### src/pac_pkg.sv
/*
 Package for the parallel autocall originating controller: command register
 map, status fields, digit codes and timing counts.
 Assumes a 40 MHz ref_clk and a modem that follows the parallel call handshake.
*/
package pac_pkg;
  localparam int unsigned CLK_HZ = 40000000;
  // Register map of the controller itself (word addresses)
  localparam logic [3:0] ADDR_CTRL = 4'h0;
  localparam logic [3:0] ADDR_STATUS = 4'h1;
  localparam logic [3:0] ADDR_DIGIT = 4'h2;
  localparam logic [3:0] ADDR_LINES = 4'h3;
  // Control bits
  localparam int unsigned CTRL_START = 0;
  localparam int unsigned CTRL_HANGUP = 1;
  localparam int unsigned CTRL_SEND_FIRST = 2;
  localparam int unsigned CTRL_DROP_CALLREQ = 3;
  // Status bits
  localparam int unsigned ST_BUSY = 0;
  localparam int unsigned ST_DIGIT_READY = 1;
  localparam int unsigned ST_CONNECTED = 2;
  localparam int unsigned ST_ABANDONED = 3;
  localparam int unsigned ST_NOT_READY = 4;
  localparam int unsigned ST_STATE_LSB = 8;
  // Digit codes: digit write bit 4 marks the last digit of the number
  localparam logic [3:0] END_OF_NUMBER_CODE = 4'hc;
  localparam logic [3:0] SEPARATOR_CODE = 4'hd;
  localparam int unsigned DIGIT_LAST_BIT = 4;
  // Settling time of the digit lines before the strobe
  localparam int unsigned SETUP_NS = 100;
  localparam int unsigned SETUP_CYC = (SETUP_NS * (CLK_HZ / 1000000) + 999) / 1000;
  localparam logic [7:0] SETUP_CNT = 8'(SETUP_CYC);
  localparam logic [31:0] ST_RESET = 32'h0;
endpackage : pac_pkg

### src/pac_originate.sv
/*
 Controller that originates a call through a modem's parallel calling circuits.
 Software orders a call, feeds digits and hangs up through a small register port;
 the controller keeps the terminal side of the call handshake on the modem pins.
 Assumes modem pins are asynchronous to ref_clk and are level signals.
*/
// The strobed register port and the placing of the registers were left to the implementer.
`timescale 1ns/1ps
// Notes on behaviour
// RULE1 - Check readiness, then raise call request
// RULE2 - Terminal ready raised by end strobe release; the controller raises it together with call request at call start
// RULE3 - Request to send raised before set ready
// RULE4 - Modem flags line occupied after off hook
// RULE5 - Modem requests digit after dial tone
// RULE6 - Set digit lines before raising strobe
// RULE7 - Modem dials, then drops digit request
// RULE8 - Drop strobe after digit request falls
// RULE9 - Handshake repeats per digit, then once more
// RULE10 - Final request answered with end code
// RULE11 - Modem acknowledges end code, sends calling tone
// RULE12 - Modem abandons after selectable no-answer timeout
// RULE13 - Drop call request when abandon seen
// RULE14 - Answer tone leaves receive circuits idle
// RULE15 - Modem passes line control to terminal ready
// RULE16 - Optional calling response after long answer
// RULE17 - Set ready follows silent gap after answer
// RULE18 - Sending start-up gives ready for sending
// RULE19 - Receiving start-up gives signal detect
// RULE20 - Duplex start-up gives both indications
// RULE21 - After distant connected call request may drop
// RULE22 - Disconnect drops call request and terminal ready
// RULE23 - Digit lines steady while strobe is high
// RULE24 - Modem waits for strobe release to re-request
// RULE25 - Strobe held until digit request falls
// RULE26 - Calling tone bursts with silent gaps
// RULE27 - Abandon held until call request drops
module pac_originate
  import pac_pkg::*;
(
  // Clock and reset
  input wire logic ref_clk,
  input wire logic rstn,
  // Register port
  input wire logic [3:0] reg_addr,
  input wire logic [31:0] reg_wdata,
  input wire logic reg_wr,
  input wire logic reg_rd,
  output logic [31:0] reg_rdata,
  // Modem pins, terminal outputs
  output logic call_request,
  output logic [3:0] digit_lines,
  output logic digit_present_strobe,
  output logic data_terminal_ready_line,
  output logic request_to_send_line,
  // Modem pins, modem outputs
  input wire logic power_indication,
  input wire logic line_occupied,
  input wire logic next_digit_request,
  input wire logic abandon_call,
  input wire logic distant_connected,
  input wire logic data_set_ready_line,
  input wire logic ready_for_sending_line,
  input wire logic received_line_signal_detect
);
  typedef enum logic [6:0] {
    PAC_IDLE = 7'h01,
    PAC_WAIT_REQ = 7'h02,
    PAC_SETUP = 7'h04,
    PAC_STROBE = 7'h08,
    PAC_CALLING = 7'h10,
    PAC_ONLINE = 7'h20,
    PAC_RELEASE = 7'h40
  } pac_state_e;

  typedef struct packed {
    pac_state_e state;
    logic [7:0] timer;
    logic [3:0] digit;
    logic digit_valid;
    logic digit_last;
    logic sent_last;
    logic send_first;
    logic drop_callreq;
    logic connected;
    logic abandoned;
    logic not_ready;
    logic call_req;
    logic [3:0] lines;
    logic strobe;
    logic dtr;
    logic rts;
    logic [31:0] rdata;
    logic [7:0] s1;
    logic [7:0] s2;
    logic [7:0] s3;
    logic [7:0] held;
  } pac_s;

  pac_s cur_reg;
  pac_s cur_next;
  logic [7:0] pins_raw;
  logic [7:0] pins;

  // Synchronised pin is trusted only once stages two and three agree
  function automatic logic [7:0] pac_settle(input logic [7:0] s2, input logic [7:0] s3, input logic [7:0] held);
    pac_settle = (s2 & s3) | (held & (s2 | s3));
  endfunction : pac_settle

  assign pins_raw = {received_line_signal_detect, ready_for_sending_line, data_set_ready_line,
                     distant_connected, abandon_call, next_digit_request, line_occupied, power_indication};
  assign pins = cur_reg.held;

  logic p_power, p_occ, p_ndr, p_abandon, p_dist;
  assign p_power = pins[0];
  assign p_occ = pins[1];
  assign p_ndr = pins[2];
  assign p_abandon = pins[3];
  assign p_dist = pins[4];

  always_comb begin
    cur_next = cur_reg;
    cur_next.s1 = pins_raw;
    cur_next.s2 = cur_reg.s1;
    cur_next.s3 = cur_reg.s2;
    cur_next.held = pac_settle(cur_reg.s2, cur_reg.s3, cur_reg.held);
    cur_next.rdata = 32'h0;
    if (cur_reg.timer != 8'h00) begin
      cur_next.timer = cur_reg.timer - 8'h01;
    end
    if (reg_rd) begin
      unique case (reg_addr)
        ADDR_CTRL: cur_next.rdata = {28'h0, cur_reg.drop_callreq, cur_reg.send_first, 2'h0};
        ADDR_STATUS: cur_next.rdata = {17'h0, cur_reg.state, 3'h0, cur_reg.not_ready,
                                       cur_reg.abandoned, cur_reg.connected,
                                       ~cur_reg.digit_valid, cur_reg.state != PAC_IDLE};
        ADDR_DIGIT: cur_next.rdata = {27'h0, cur_reg.digit_last, cur_reg.digit};
        ADDR_LINES: cur_next.rdata = {24'h0, pins};
        default: cur_next.rdata = 32'h0;
      endcase
    end
    if (reg_wr && reg_addr == ADDR_CTRL) begin
      cur_next.send_first = reg_wdata[CTRL_SEND_FIRST];
      cur_next.drop_callreq = reg_wdata[CTRL_DROP_CALLREQ];
    end
    // Digit buffer takes a new digit only when empty
    if (reg_wr && reg_addr == ADDR_DIGIT && !cur_reg.digit_valid) begin
      cur_next.digit = reg_wdata[3:0];
      cur_next.digit_last = reg_wdata[DIGIT_LAST_BIT];
      cur_next.digit_valid = 1'b1;
    end
    unique case (cur_reg.state)
      PAC_IDLE: begin
        if (reg_wr && reg_addr == ADDR_CTRL && reg_wdata[CTRL_START]) begin
          // Readiness check before call request
          if (p_power && !p_occ && !p_ndr && !p_abandon && !p_dist && !cur_reg.call_req) begin // see RULE1
            cur_next.call_req = 1'b1; // see RULE1
            cur_next.dtr = 1'b1; // see RULE2
            cur_next.rts = reg_wdata[CTRL_SEND_FIRST]; // see RULE3
            cur_next.send_first = reg_wdata[CTRL_SEND_FIRST];
            cur_next.sent_last = 1'b0;
            cur_next.connected = 1'b0;
            cur_next.abandoned = 1'b0;
            cur_next.not_ready = 1'b0;
            cur_next.state = PAC_WAIT_REQ;
          end else begin
            cur_next.not_ready = 1'b1;
          end
        end
      end
      PAC_WAIT_REQ: begin
        // Digits wait for both the modem request and software
        if (p_ndr && cur_reg.digit_valid) begin // see RULE9
          cur_next.lines = cur_reg.sent_last ? END_OF_NUMBER_CODE : cur_reg.digit; // see RULE6 see RULE10
          cur_next.timer = SETUP_CNT;
          cur_next.state = PAC_SETUP;
        end else if (p_ndr && cur_reg.sent_last) begin
          cur_next.lines = END_OF_NUMBER_CODE; // see RULE10
          cur_next.timer = SETUP_CNT;
          cur_next.state = PAC_SETUP;
        end
      end
      PAC_SETUP: begin
        if (cur_reg.timer == 8'h00) begin
          cur_next.strobe = 1'b1; // see RULE6
          cur_next.state = PAC_STROBE;
        end
      end
      PAC_STROBE: begin
        // Lines stay frozen; strobe drops when request falls or on abandon or hangup
        if (!p_ndr) begin // see RULE8 see RULE25 see RULE23
          cur_next.strobe = 1'b0;
          if (cur_reg.lines == END_OF_NUMBER_CODE && cur_reg.sent_last) begin
            cur_next.state = PAC_CALLING;
          end else begin
            cur_next.digit_valid = 1'b0;
            cur_next.sent_last = cur_reg.digit_last;
            cur_next.state = PAC_WAIT_REQ;
          end
        end
      end
      PAC_CALLING: begin
        if (p_dist) begin // see RULE21
          cur_next.connected = 1'b1;
          cur_next.state = PAC_ONLINE;
        end
      end
      PAC_ONLINE: begin
        if (cur_reg.drop_callreq) begin
          cur_next.call_req = 1'b0; // see RULE21
        end
      end
      PAC_RELEASE: begin
        // Wait for modem to clear abandon before the next call
        if (!p_abandon) begin
          cur_next.state = PAC_IDLE;
        end
      end
      default: cur_next.state = PAC_IDLE;
    endcase
    // Abandon or hangup ends the call from any active state
    if (cur_reg.state != PAC_IDLE && cur_reg.state != PAC_RELEASE) begin
      if (p_abandon || (reg_wr && reg_addr == ADDR_CTRL && reg_wdata[CTRL_HANGUP])) begin
        cur_next.abandoned = p_abandon;
        cur_next.call_req = 1'b0; // see RULE13 see RULE22
        cur_next.dtr = 1'b0; // see RULE22
        cur_next.rts = 1'b0;
        cur_next.strobe = 1'b0;
        cur_next.digit_valid = 1'b0;
        cur_next.connected = 1'b0;
        cur_next.state = PAC_RELEASE;
      end
    end
  end

  always_ff @(posedge ref_clk or negedge rstn) begin
    if (!rstn) begin
      cur_reg <= '{state: PAC_IDLE, default: '0};
    end else begin
      cur_reg <= cur_next;
    end
  end

  assign reg_rdata = cur_reg.rdata;
  assign call_request = cur_reg.call_req;
  assign digit_lines = cur_reg.lines;
  assign digit_present_strobe = cur_reg.strobe;
  assign data_terminal_ready_line = cur_reg.dtr;
  assign request_to_send_line = cur_reg.rts;

  a_lines_stable: assert property (@(posedge ref_clk) disable iff (!rstn) // see RULE23
    (digit_present_strobe && $past(digit_present_strobe)) |-> digit_lines == $past(digit_lines))
    else $error("digit lines changed under strobe");
  a_strobe_hold: assert property (@(posedge ref_clk) disable iff (!rstn) // see RULE25
    ($fell(digit_present_strobe) && cur_reg.state != PAC_RELEASE) |-> !$past(p_ndr))
    else $error("strobe dropped while digit request high");
  a_strobe_setup: assert property (@(posedge ref_clk) disable iff (!rstn) // see RULE6
    $rose(digit_present_strobe) |-> $stable(digit_lines) [*1] ##0 $past(cur_reg.state == PAC_SETUP))
    else $error("strobe raised without settled lines");
  a_start_check: assert property (@(posedge ref_clk) disable iff (!rstn) // see RULE1
    $rose(call_request) |-> $past(p_power && !p_occ && !p_ndr && !p_abandon && !p_dist))
    else $error("call request raised while modem not ready");
  a_abandon_drop: assert property (@(posedge ref_clk) disable iff (!rstn) // see RULE13
    (p_abandon && cur_reg.state != PAC_IDLE) |-> ##1 !call_request)
    else $error("call request kept after abandon");
  a_dtr_early: assert property (@(posedge ref_clk) disable iff (!rstn) // see RULE2
    (cur_reg.state == PAC_CALLING) |-> data_terminal_ready_line)
    else $error("terminal ready not up after end of number");
  a_end_code: assert property (@(posedge ref_clk) disable iff (!rstn) // see RULE10
    (cur_reg.state == PAC_CALLING && $past(cur_reg.state) == PAC_STROBE) |->
      $past(digit_lines) == END_OF_NUMBER_CODE)
    else $error("number not closed by end code");
  a_disconnect: assert property (@(posedge ref_clk) disable iff (!rstn) // see RULE22
    (cur_reg.state == PAC_RELEASE) |-> (!call_request && !data_terminal_ready_line))
    else $error("disconnect left a line up");
  a_rts_before: assert property (@(posedge ref_clk) disable iff (!rstn) // see RULE3
    $rose(request_to_send_line) |-> $rose(call_request))
    else $error("request to send raised late");

  // Terminal-side handshake checks
  a_strobe_on_req: assert property (@(posedge ref_clk) disable iff (!rstn) // see RULE6
    $rose(digit_present_strobe) |-> $past(p_ndr))
    else $error("strobe raised without digit request");
  a_dtr_with_call: assert property (@(posedge ref_clk) disable iff (!rstn) // see RULE2
    $rose(call_request) |-> data_terminal_ready_line)
    else $error("terminal ready missing at call start");
  a_start_refused: assert property (@(posedge ref_clk) disable iff (!rstn) // see RULE1
    (cur_reg.state == PAC_IDLE && !p_power) |=> !call_request)
    else $error("call request raised without power");
  a_hangup_drop: assert property (@(posedge ref_clk) disable iff (!rstn) // see RULE22
    (reg_wr && reg_addr == ADDR_CTRL && reg_wdata[CTRL_HANGUP] && cur_reg.state != PAC_IDLE &&
     cur_reg.state != PAC_RELEASE) |=> (!call_request && !data_terminal_ready_line))
    else $error("hangup left a line up");
  a_drop_online: assert property (@(posedge ref_clk) disable iff (!rstn) // see RULE21
    (cur_reg.state == PAC_ONLINE && cur_reg.drop_callreq) |=> !call_request)
    else $error("call request kept after drop order");
  a_end_after_last: assert property (@(posedge ref_clk) disable iff (!rstn) // see RULE10
    (cur_reg.state == PAC_WAIT_REQ && p_ndr && cur_reg.sent_last) |=> digit_lines == END_OF_NUMBER_CODE)
    else $error("end code not presented after last digit");
  a_strobe_release: assert property (@(posedge ref_clk) disable iff (!rstn) // see RULE8
    (cur_reg.state == PAC_STROBE && !p_ndr) |=> !digit_present_strobe)
    else $error("strobe kept after digit request fell");
  a_abandon_dtr: assert property (@(posedge ref_clk) disable iff (!rstn) // see RULE22
    (p_abandon && cur_reg.state != PAC_IDLE) |=> !data_terminal_ready_line)
    else $error("terminal ready kept after abandon");
  a_rts_mode: assert property (@(posedge ref_clk) disable iff (!rstn) // see RULE3
    $rose(call_request) |-> request_to_send_line == cur_reg.send_first)
    else $error("request to send does not follow send-first order");
endmodule : pac_originate

### config.mk
export PLATFORM = sky130hd
export DESIGN_NAME = pac_originate
export DESIGN_NICKNAME = d
export VERILOG_FILES = /design/src/pac_pkg.sv /design/src/pac_originate.sv
export SDC_FILE = /design/constraint.sdc
export NUM_CORES = 1
export LEC_CHECK = 0
export BUFFER_PORTS_ARGS = -buffer_cell sky130_fd_sc_hd__buf_2
export CAP_MARGIN = 20
export CORE_ASPECT_RATIO = 1.75
export CORE_MARGIN = 4
export CORE_UTILIZATION = 25
export CTS_CLUSTER_DIAMETER = 40
export DETAILED_ROUTE_END_ITERATION = 8
export MAX_ROUTING_LAYER = met4
export PLACE_DENSITY = 0.51
export SYNTH_ARGS = -nofsm -noshare
export SYNTH_HDL_FRONTEND = slang
export SYNTH_SLANG_ARGS = --single-unit
### constraint.sdc
create_clock -name ref_clk -period 2.9 [get_ports ref_clk]
set_input_delay 0.29 -clock ref_clk [delete_from_list [all_inputs] [get_ports ref_clk]]
set_output_delay 0.29 -clock ref_clk [all_outputs]
set_load 0.01 [all_outputs]
# Yosys cells after proc, flatten, opt, wreduce, memory -nomap -nowiden
# Cells that the tools add are included.
dict set report word_totals {
  regBits 99
  elab_cells 126
}
dict set report op_classes {
  addsub 1
  eq_ne 17
  bitwise_logic 5
  mux 53
  n_reduce_logical 29
}
# operator n
set op_table {}
lappend op_table {{one-hot mux 15 bit (4 select lines)} 1}
lappend op_table {{two-way mux 7 bit} 8}
lappend op_table {{one-hot mux 7 bit (7 select lines)} 1}
lappend op_table {{two-way mux 15 bit} 3}
lappend op_table {{two-way mux 2 bit} 11}
lappend op_table {{AND 8 bit} 2}
lappend op_table {{two-way mux 1 bit} 16}
lappend op_table {{two-way mux 4 bit} 4}
lappend op_table {{two-way mux 8 bit} 2}
lappend op_table {{bitwise OR 8 bit} 2}
lappend op_table {{logical AND 1 bit} 14}
lappend op_table {{== test 4 x 2 -> 1 bit, second input constant} 2}
lappend op_table {{zero test 8 bit} 1}
lappend op_table {{!= test 2 bit, second input constant} 4}
lappend op_table {{one-hot mux 1 bit (2 select lines)} 4}
lappend op_table {{nonzero test 8 bit} 1}
lappend op_table {{subtractor 8 x 1 -> 8 bit, second input constant} 1}
lappend op_table {{== test 7 x 1 -> 1 bit, second input constant} 1}
lappend op_table {{== test 7 x 2 -> 1 bit, second input constant} 1}
lappend op_table {{== test 7 x 3 -> 1 bit, second input constant} 1}
lappend op_table {{== test 7 x 4 -> 1 bit, second input constant} 1}
lappend op_table {{== test 7 x 5 -> 1 bit, second input constant} 1}
lappend op_table {{== test 7 x 6 -> 1 bit, second input constant} 1}
lappend op_table {{== test 7 bit, second input constant} 1}
lappend op_table {{13 further kinds} 21}

# Depth between registers and ports, before layout
dict set report logic_depth {
  ltp_word 11
  depth_mapped 7
  depth_no_buf 7
}

# Worst setup path before layout
# Ideal clock, no wire load.
dict set report synth_timing {
  kind {register to register}
  startpoint {register cur_reg, in the netlist pins[3]}
  endpoint {register cur_reg[96] in the netlist's numbering}
  slack_ns 1.172
  period_less_slack_ns 1.728
  stages_incl_launch_ff 5
  t_arrival_ns 1.596
  cell_sequence {dfrtp_1 -> or4b_4 -> o41ai_4 -> o311a_1 -> a311oi_1}
}
# item line
set synth_lines {}
lappend synth_lines {{from (decl)} pac_originate.sv:99} ;# pac_s cur_reg;
lappend synth_lines {{from (signal assigned)} pac_originate.sv:239} ;# cur_reg <= cur_next;

==> metrics.txt <==
# TYPE chip_impl_metric gauge
chip_impl_metric{name="placedCellCount",unit=""} 514
chip_impl_metric{name="post_synthesis_simple_gate_area_fraction",unit="%"} 18.0
chip_impl_metric{name="layoutNonFillerInstCount",unit=""} 531
chip_impl_metric{name="yosys_warnings",unit=""} 0
chip_impl_metric{name="number_of_optimization_iterations_in_the_first_detailed_route_pass",unit=""} 4
chip_impl_metric{name="dr_total_vias",unit=""} 2330
chip_impl_metric{name="clk-insertion-delay-late",unit="ps"} 340
chip_impl_metric{name="reg2reg_slack",unit="ps"} 910
chip_impl_metric{name="grt-ovfl-total",unit=""} 0
chip_impl_metric{name="layout.filler_cells",unit=""} 1444
chip_impl_metric{name="synth_fa_ha_area_share",unit="%"} 2.90
chip_impl_metric{name="cp_data_required_time",unit="ps"} 3120
chip_impl_metric{name="finalMaxSlewViolations",unit=""} 0
chip_impl_metric{name="placement_rows",unit=""} 58
chip_impl_metric{name="timing.final.setup_violations",unit=""} 0
chip_impl_metric{name="floorplan.die_area",unit="µm²"} 16600
chip_impl_metric{name="finalHoldViolCount",unit=""} 0
chip_impl_metric{name="cts_max_level",unit=""} 3
chip_impl_metric{name="pre_cts_ws",unit="ps"} 947
chip_impl_metric{name="final_layout_size_suffix_gt1_share",unit="%"} 23.6
chip_impl_metric{name="grt_max_degree",unit=""} 68
chip_impl_metric{name="synth_async_sr_flop_share",unit="%"} 100
chip_impl_metric{name="area_delta_synth_final",unit="%"} 14.6
chip_impl_metric{name="wl",unit="mm"} 7.70
chip_impl_metric{name="multi_input_area",unit="µm²"} 1280
chip_impl_metric{name="drtIter0Drc",unit=""} 149
chip_impl_metric{name="hpwl_dp",unit="mm"} 5.77
chip_impl_metric{name="synth_top_cell_area_share",unit="%"} 55.9
chip_impl_metric{name="number_of_instances_in_the_synthesized_netlist",unit=""} 317
chip_impl_metric{name="hold-worst-slack",unit="ps"} 54.6
chip_impl_info{name="setup_repair_after_global_routing_missed_its_margin",value="no"} 1
chip_impl_metric{name="stdcell_area",unit="µm²"} 4160
chip_impl_metric{name="grt_pass1_wl",unit="mm"} 12.6
chip_impl_info{name="tritoncts",value="built"} 1
chip_impl_info{name="synth_top_cells_by_area",value="sky130_fd_sc_hd__dfrtp_1, sky130_fd_sc_hd__buf_4, sky130_fd_sc_hd__nor2_1"} 1
chip_impl_info{name="clk_root_buffer_cell",value="sky130_fd_sc_hd__clkbuf_16"} 1
chip_impl_info{name="timing_worst_setup_path_type",value="flip-flop to flip-flop"} 1
chip_impl_metric{name="grt_antenna_before_repair",unit=""} 0
chip_impl_metric{name="final_critical_path_setup_slack",unit="ps"} 907
chip_impl_metric{name="synth-xor-area-share",unit="%"} 1.45
chip_impl_metric{name="synth_edf_count",unit=""} 0
chip_impl_metric{name="fmax",unit="MHz"} 502
chip_impl_metric{name="drt-vias-per-instance",unit=""} 4.39
chip_impl_info{name="main_combinational_cell_family_by_area_after_synthesis",value="simple AND/OR/NAND/NOR gates"} 1
chip_impl_metric{name="post_synth_num_cell_types",unit=""} 52
chip_impl_info{name="outcome",value="finished clean"} 1
chip_impl_metric{name="synth.area.mux_share",unit="%"} 4.55
chip_impl_metric{name="floorplan.core_area",unit="µm²"} 14300
chip_impl_metric{name="placedInstanceArea",unit="µm²"} 3830
chip_impl_metric{name="regArea",unit="µm²"} 2050
chip_impl_metric{name="clock_sinks",unit=""} 82
chip_impl_metric{name="fp.dieH",unit="µm"} 167
chip_impl_metric{name="worstPathMaxFanout",unit=""} 8
chip_impl_metric{name="max_cap_violations",unit=""} 0
chip_impl_metric{name="crit_arrival",unit="ps"} 2210
chip_impl_metric{name="ir_drop",unit="mV"} 0.314
chip_impl_metric{name="postSynthRegisterBits",unit=""} 82
chip_impl_metric{name="synth_seq_area_share",unit="%"} 56.6
chip_impl_metric{name="start_util",unit="%"} 25.4
chip_impl_metric{name="floorplan.die.width",unit="µm"} 99.1
chip_impl_metric{name="cts.clk_slew.worst_paths",unit="ps"} 60
chip_impl_info{name="yosys.area.top_type",value="sky130_fd_sc_hd__dfrtp_1"} 1
chip_impl_metric{name="antenna_cells",unit=""} 0
chip_impl_metric{name="post-route-period-util",unit="%"} 68.7
chip_impl_metric{name="detail_route.drc_violations",unit=""} 0
chip_impl_metric{name="via_count_of_the_first_global_routing_pass",unit=""} 2407
chip_impl_metric{name="cts_made_buffers",unit=""} 9
chip_impl_metric{name="totalNegativeSetupSlack",unit="ps"} 0
chip_impl_metric{name="finClkSkew",unit="ps"} 7.01
chip_impl_metric{name="final_nets",unit=""} 396
chip_impl_metric{name="synth_compound_area_share",unit="%"} 6.76
chip_impl_info{name="synth-main-ff-cell",value="sky130_fd_sc_hd__dfrtp_1"} 1
chip_impl_metric{name="period_minus_slack",unit="ps"} 1990
chip_impl_metric{name="synth_area",unit="µm²"} 3630
chip_impl_metric{name="design.portCount",unit=""} 88
chip_impl_metric{name="ctsResizeCount",unit=""} 0
chip_impl_info{name="min_path_type",value="input pin to flip-flop"} 1
chip_impl_metric{name="ant_nets",unit=""} 0
chip_impl_info{name="crit_end_element",value="flip-flop"} 1
chip_impl_metric{name="final_estimated_routing_congestion_in_global_placement",unit=""} 0.782
chip_impl_metric{name="synth.avg_cell_area",unit="µm²"} 11.4
chip_impl_metric{name="clockBufferDepth",unit=""} 2
chip_impl_info{name="critical_path.startpoint_type",value="flip-flop"} 1
chip_impl_metric{name="largest_register_ffs",unit=""} 35
chip_impl_metric{name="detail_route.wl_per_cell",unit="µm"} 14.5
chip_impl_metric{name="pwr_density_cell",unit="nW/µm²"} 785
chip_impl_metric{name="p_leak",unit="µW"} 0.00195
chip_impl_metric{name="io_buffers",unit=""} 43
chip_impl_metric{name="grt_util_all_layers",unit="%"} 10.1
cell families after synthesis:
group / Yosys count
other: 1
buffers and inverters: 49
AND/OR/NAND/NOR: 124
multiplexers: 13
AO/OA/AOI/OAI: 32
adder cells (fa/ha/maj): 10
flip-flops: 82
XOR/XNOR: 6
report_power, final:
part / switching (µW) / total, µW / internal (µW)
combinational: 339 / 607 / 268
sequential: 158 / 1460 / 1300
clock: 444 / 1200 / 753
total: 941 / 3260 / 2320
what timing repair did:
item	CTS	global route
hold buffers	1	0
hold endpoints to repair	14	0
buffers inserted	0	0
worst paths after layout:
check                                   from                  endpoint  cells after the start
max                                  pins[3]               cur_reg[96]                      4
min                        distant_connected              cur_next[20]                      1
max reg2reg                          pins[3]               cur_reg[96]                      4
min reg2reg                     cur_next[20]              cur_next[12]                      0
max in group asynchronous               rstn  data_terminal_ready_line                      3
min in group asynchronous               rstn               cur_reg[11]                      2
through the flow:
step / total power (µW) / utilization (%)
after floorplan: 1930 / -
after global placement: 2070 / 26.8
after detailed placement: 2080 / 26.8
after CTS: 3310 / 29.1
after global routing: 3440 / 29.1
final: 3260 / 29.1
worst max-delay path, cell delays in order (launching register included):
cell                       delay, ps
sky130_fd_sc_hd__dfrtp_1         490
sky130_fd_sc_hd__or4b_4          600
sky130_fd_sc_hd__o41ai_4         410
sky130_fd_sc_hd__o311a_1         280
sky130_fd_sc_hd__a311oi_1         90
layer usage:
metal	vias up	global-route usage (%)	wire length, µm
li1	1100	-	-
met1	1143	10.7	3000
met2	65	16.6	3980
met3	22	2.29	314
met4	0	6.96	393
met5	-	-	0
cell type report:
class                   count  share of cell area (%)
flip-flops and latches     82                    49.4
repair buffers             48                    6.50
multi-input cells         202                    30.9
inverters                   3                   0.271
clock inverters             5                    1.90
well taps                 180                    5.42
clock buffers              11                    5.60
cell usage in the layout (no fill, tap or decap), types with 3 or more instances in the layout:
cell / Yosys / routed
sky130_fd_sc_hd__mux2_2: 8 / 8
sky130_fd_sc_hd__a211oi_1: 3 / 3
sky130_fd_sc_hd__nor3_2: 3 / 3
sky130_fd_sc_hd__mux2i_1: 3 / 3
sky130_fd_sc_hd__a21oi_1: 6 / 6
sky130_fd_sc_hd__buf_4: 37 / 4
sky130_fd_sc_hd__conb_1: 1 / 17
sky130_fd_sc_hd__nand2_1: 26 / 26
sky130_fd_sc_hd__nand2b_1: 3 / 3
sky130_fd_sc_hd__nor2b_1: 5 / 5
sky130_fd_sc_hd__clkbuf_16: 0 / 9
sky130_fd_sc_hd__inv_1: 3 / 3
sky130_fd_sc_hd__xor2_1: 4 / 4
sky130_fd_sc_hd__and2_1: 12 / 12
sky130_fd_sc_hd__nor3_1: 4 / 4
sky130_fd_sc_hd__buf_2: 4 / 42
sky130_fd_sc_hd__nor2_1: 37 / 37
sky130_fd_sc_hd__nor3b_1: 3 / 3
sky130_fd_sc_hd__o21ai_0: 5 / 5
sky130_fd_sc_hd__a31oi_1: 3 / 3
sky130_fd_sc_hd__nand3_1: 9 / 9
sky130_fd_sc_hd__maj3_1: 8 / 8
sky130_fd_sc_hd__dfrtp_1: 81 / 81
sky130_fd_sc_hd__and3_1: 7 / 7
cell usage after synthesis (3+ instances only):
library cell / number
sky130_fd_sc_hd__dfrtp_1: 81
sky130_fd_sc_hd__buf_4: 37
sky130_fd_sc_hd__nor2_1: 37
sky130_fd_sc_hd__nand2_1: 26
sky130_fd_sc_hd__and2_1: 12
sky130_fd_sc_hd__nand3_1: 9
sky130_fd_sc_hd__maj3_1: 8
sky130_fd_sc_hd__mux2_2: 8
sky130_fd_sc_hd__and3_1: 7
sky130_fd_sc_hd__a21oi_1: 6
sky130_fd_sc_hd__nor2b_1: 5
sky130_fd_sc_hd__o21ai_0: 5
sky130_fd_sc_hd__buf_2: 4
sky130_fd_sc_hd__nor3_1: 4
sky130_fd_sc_hd__xor2_1: 4
sky130_fd_sc_hd__a211oi_1: 3
sky130_fd_sc_hd__a31oi_1: 3
sky130_fd_sc_hd__buf_6: 3
sky130_fd_sc_hd__inv_1: 3
sky130_fd_sc_hd__mux2i_1: 3
sky130_fd_sc_hd__nand2b_1: 3
sky130_fd_sc_hd__nor3_2: 3
sky130_fd_sc_hd__nor3b_1: 3
No activity file was read; power rests on OpenSTA's default activity.
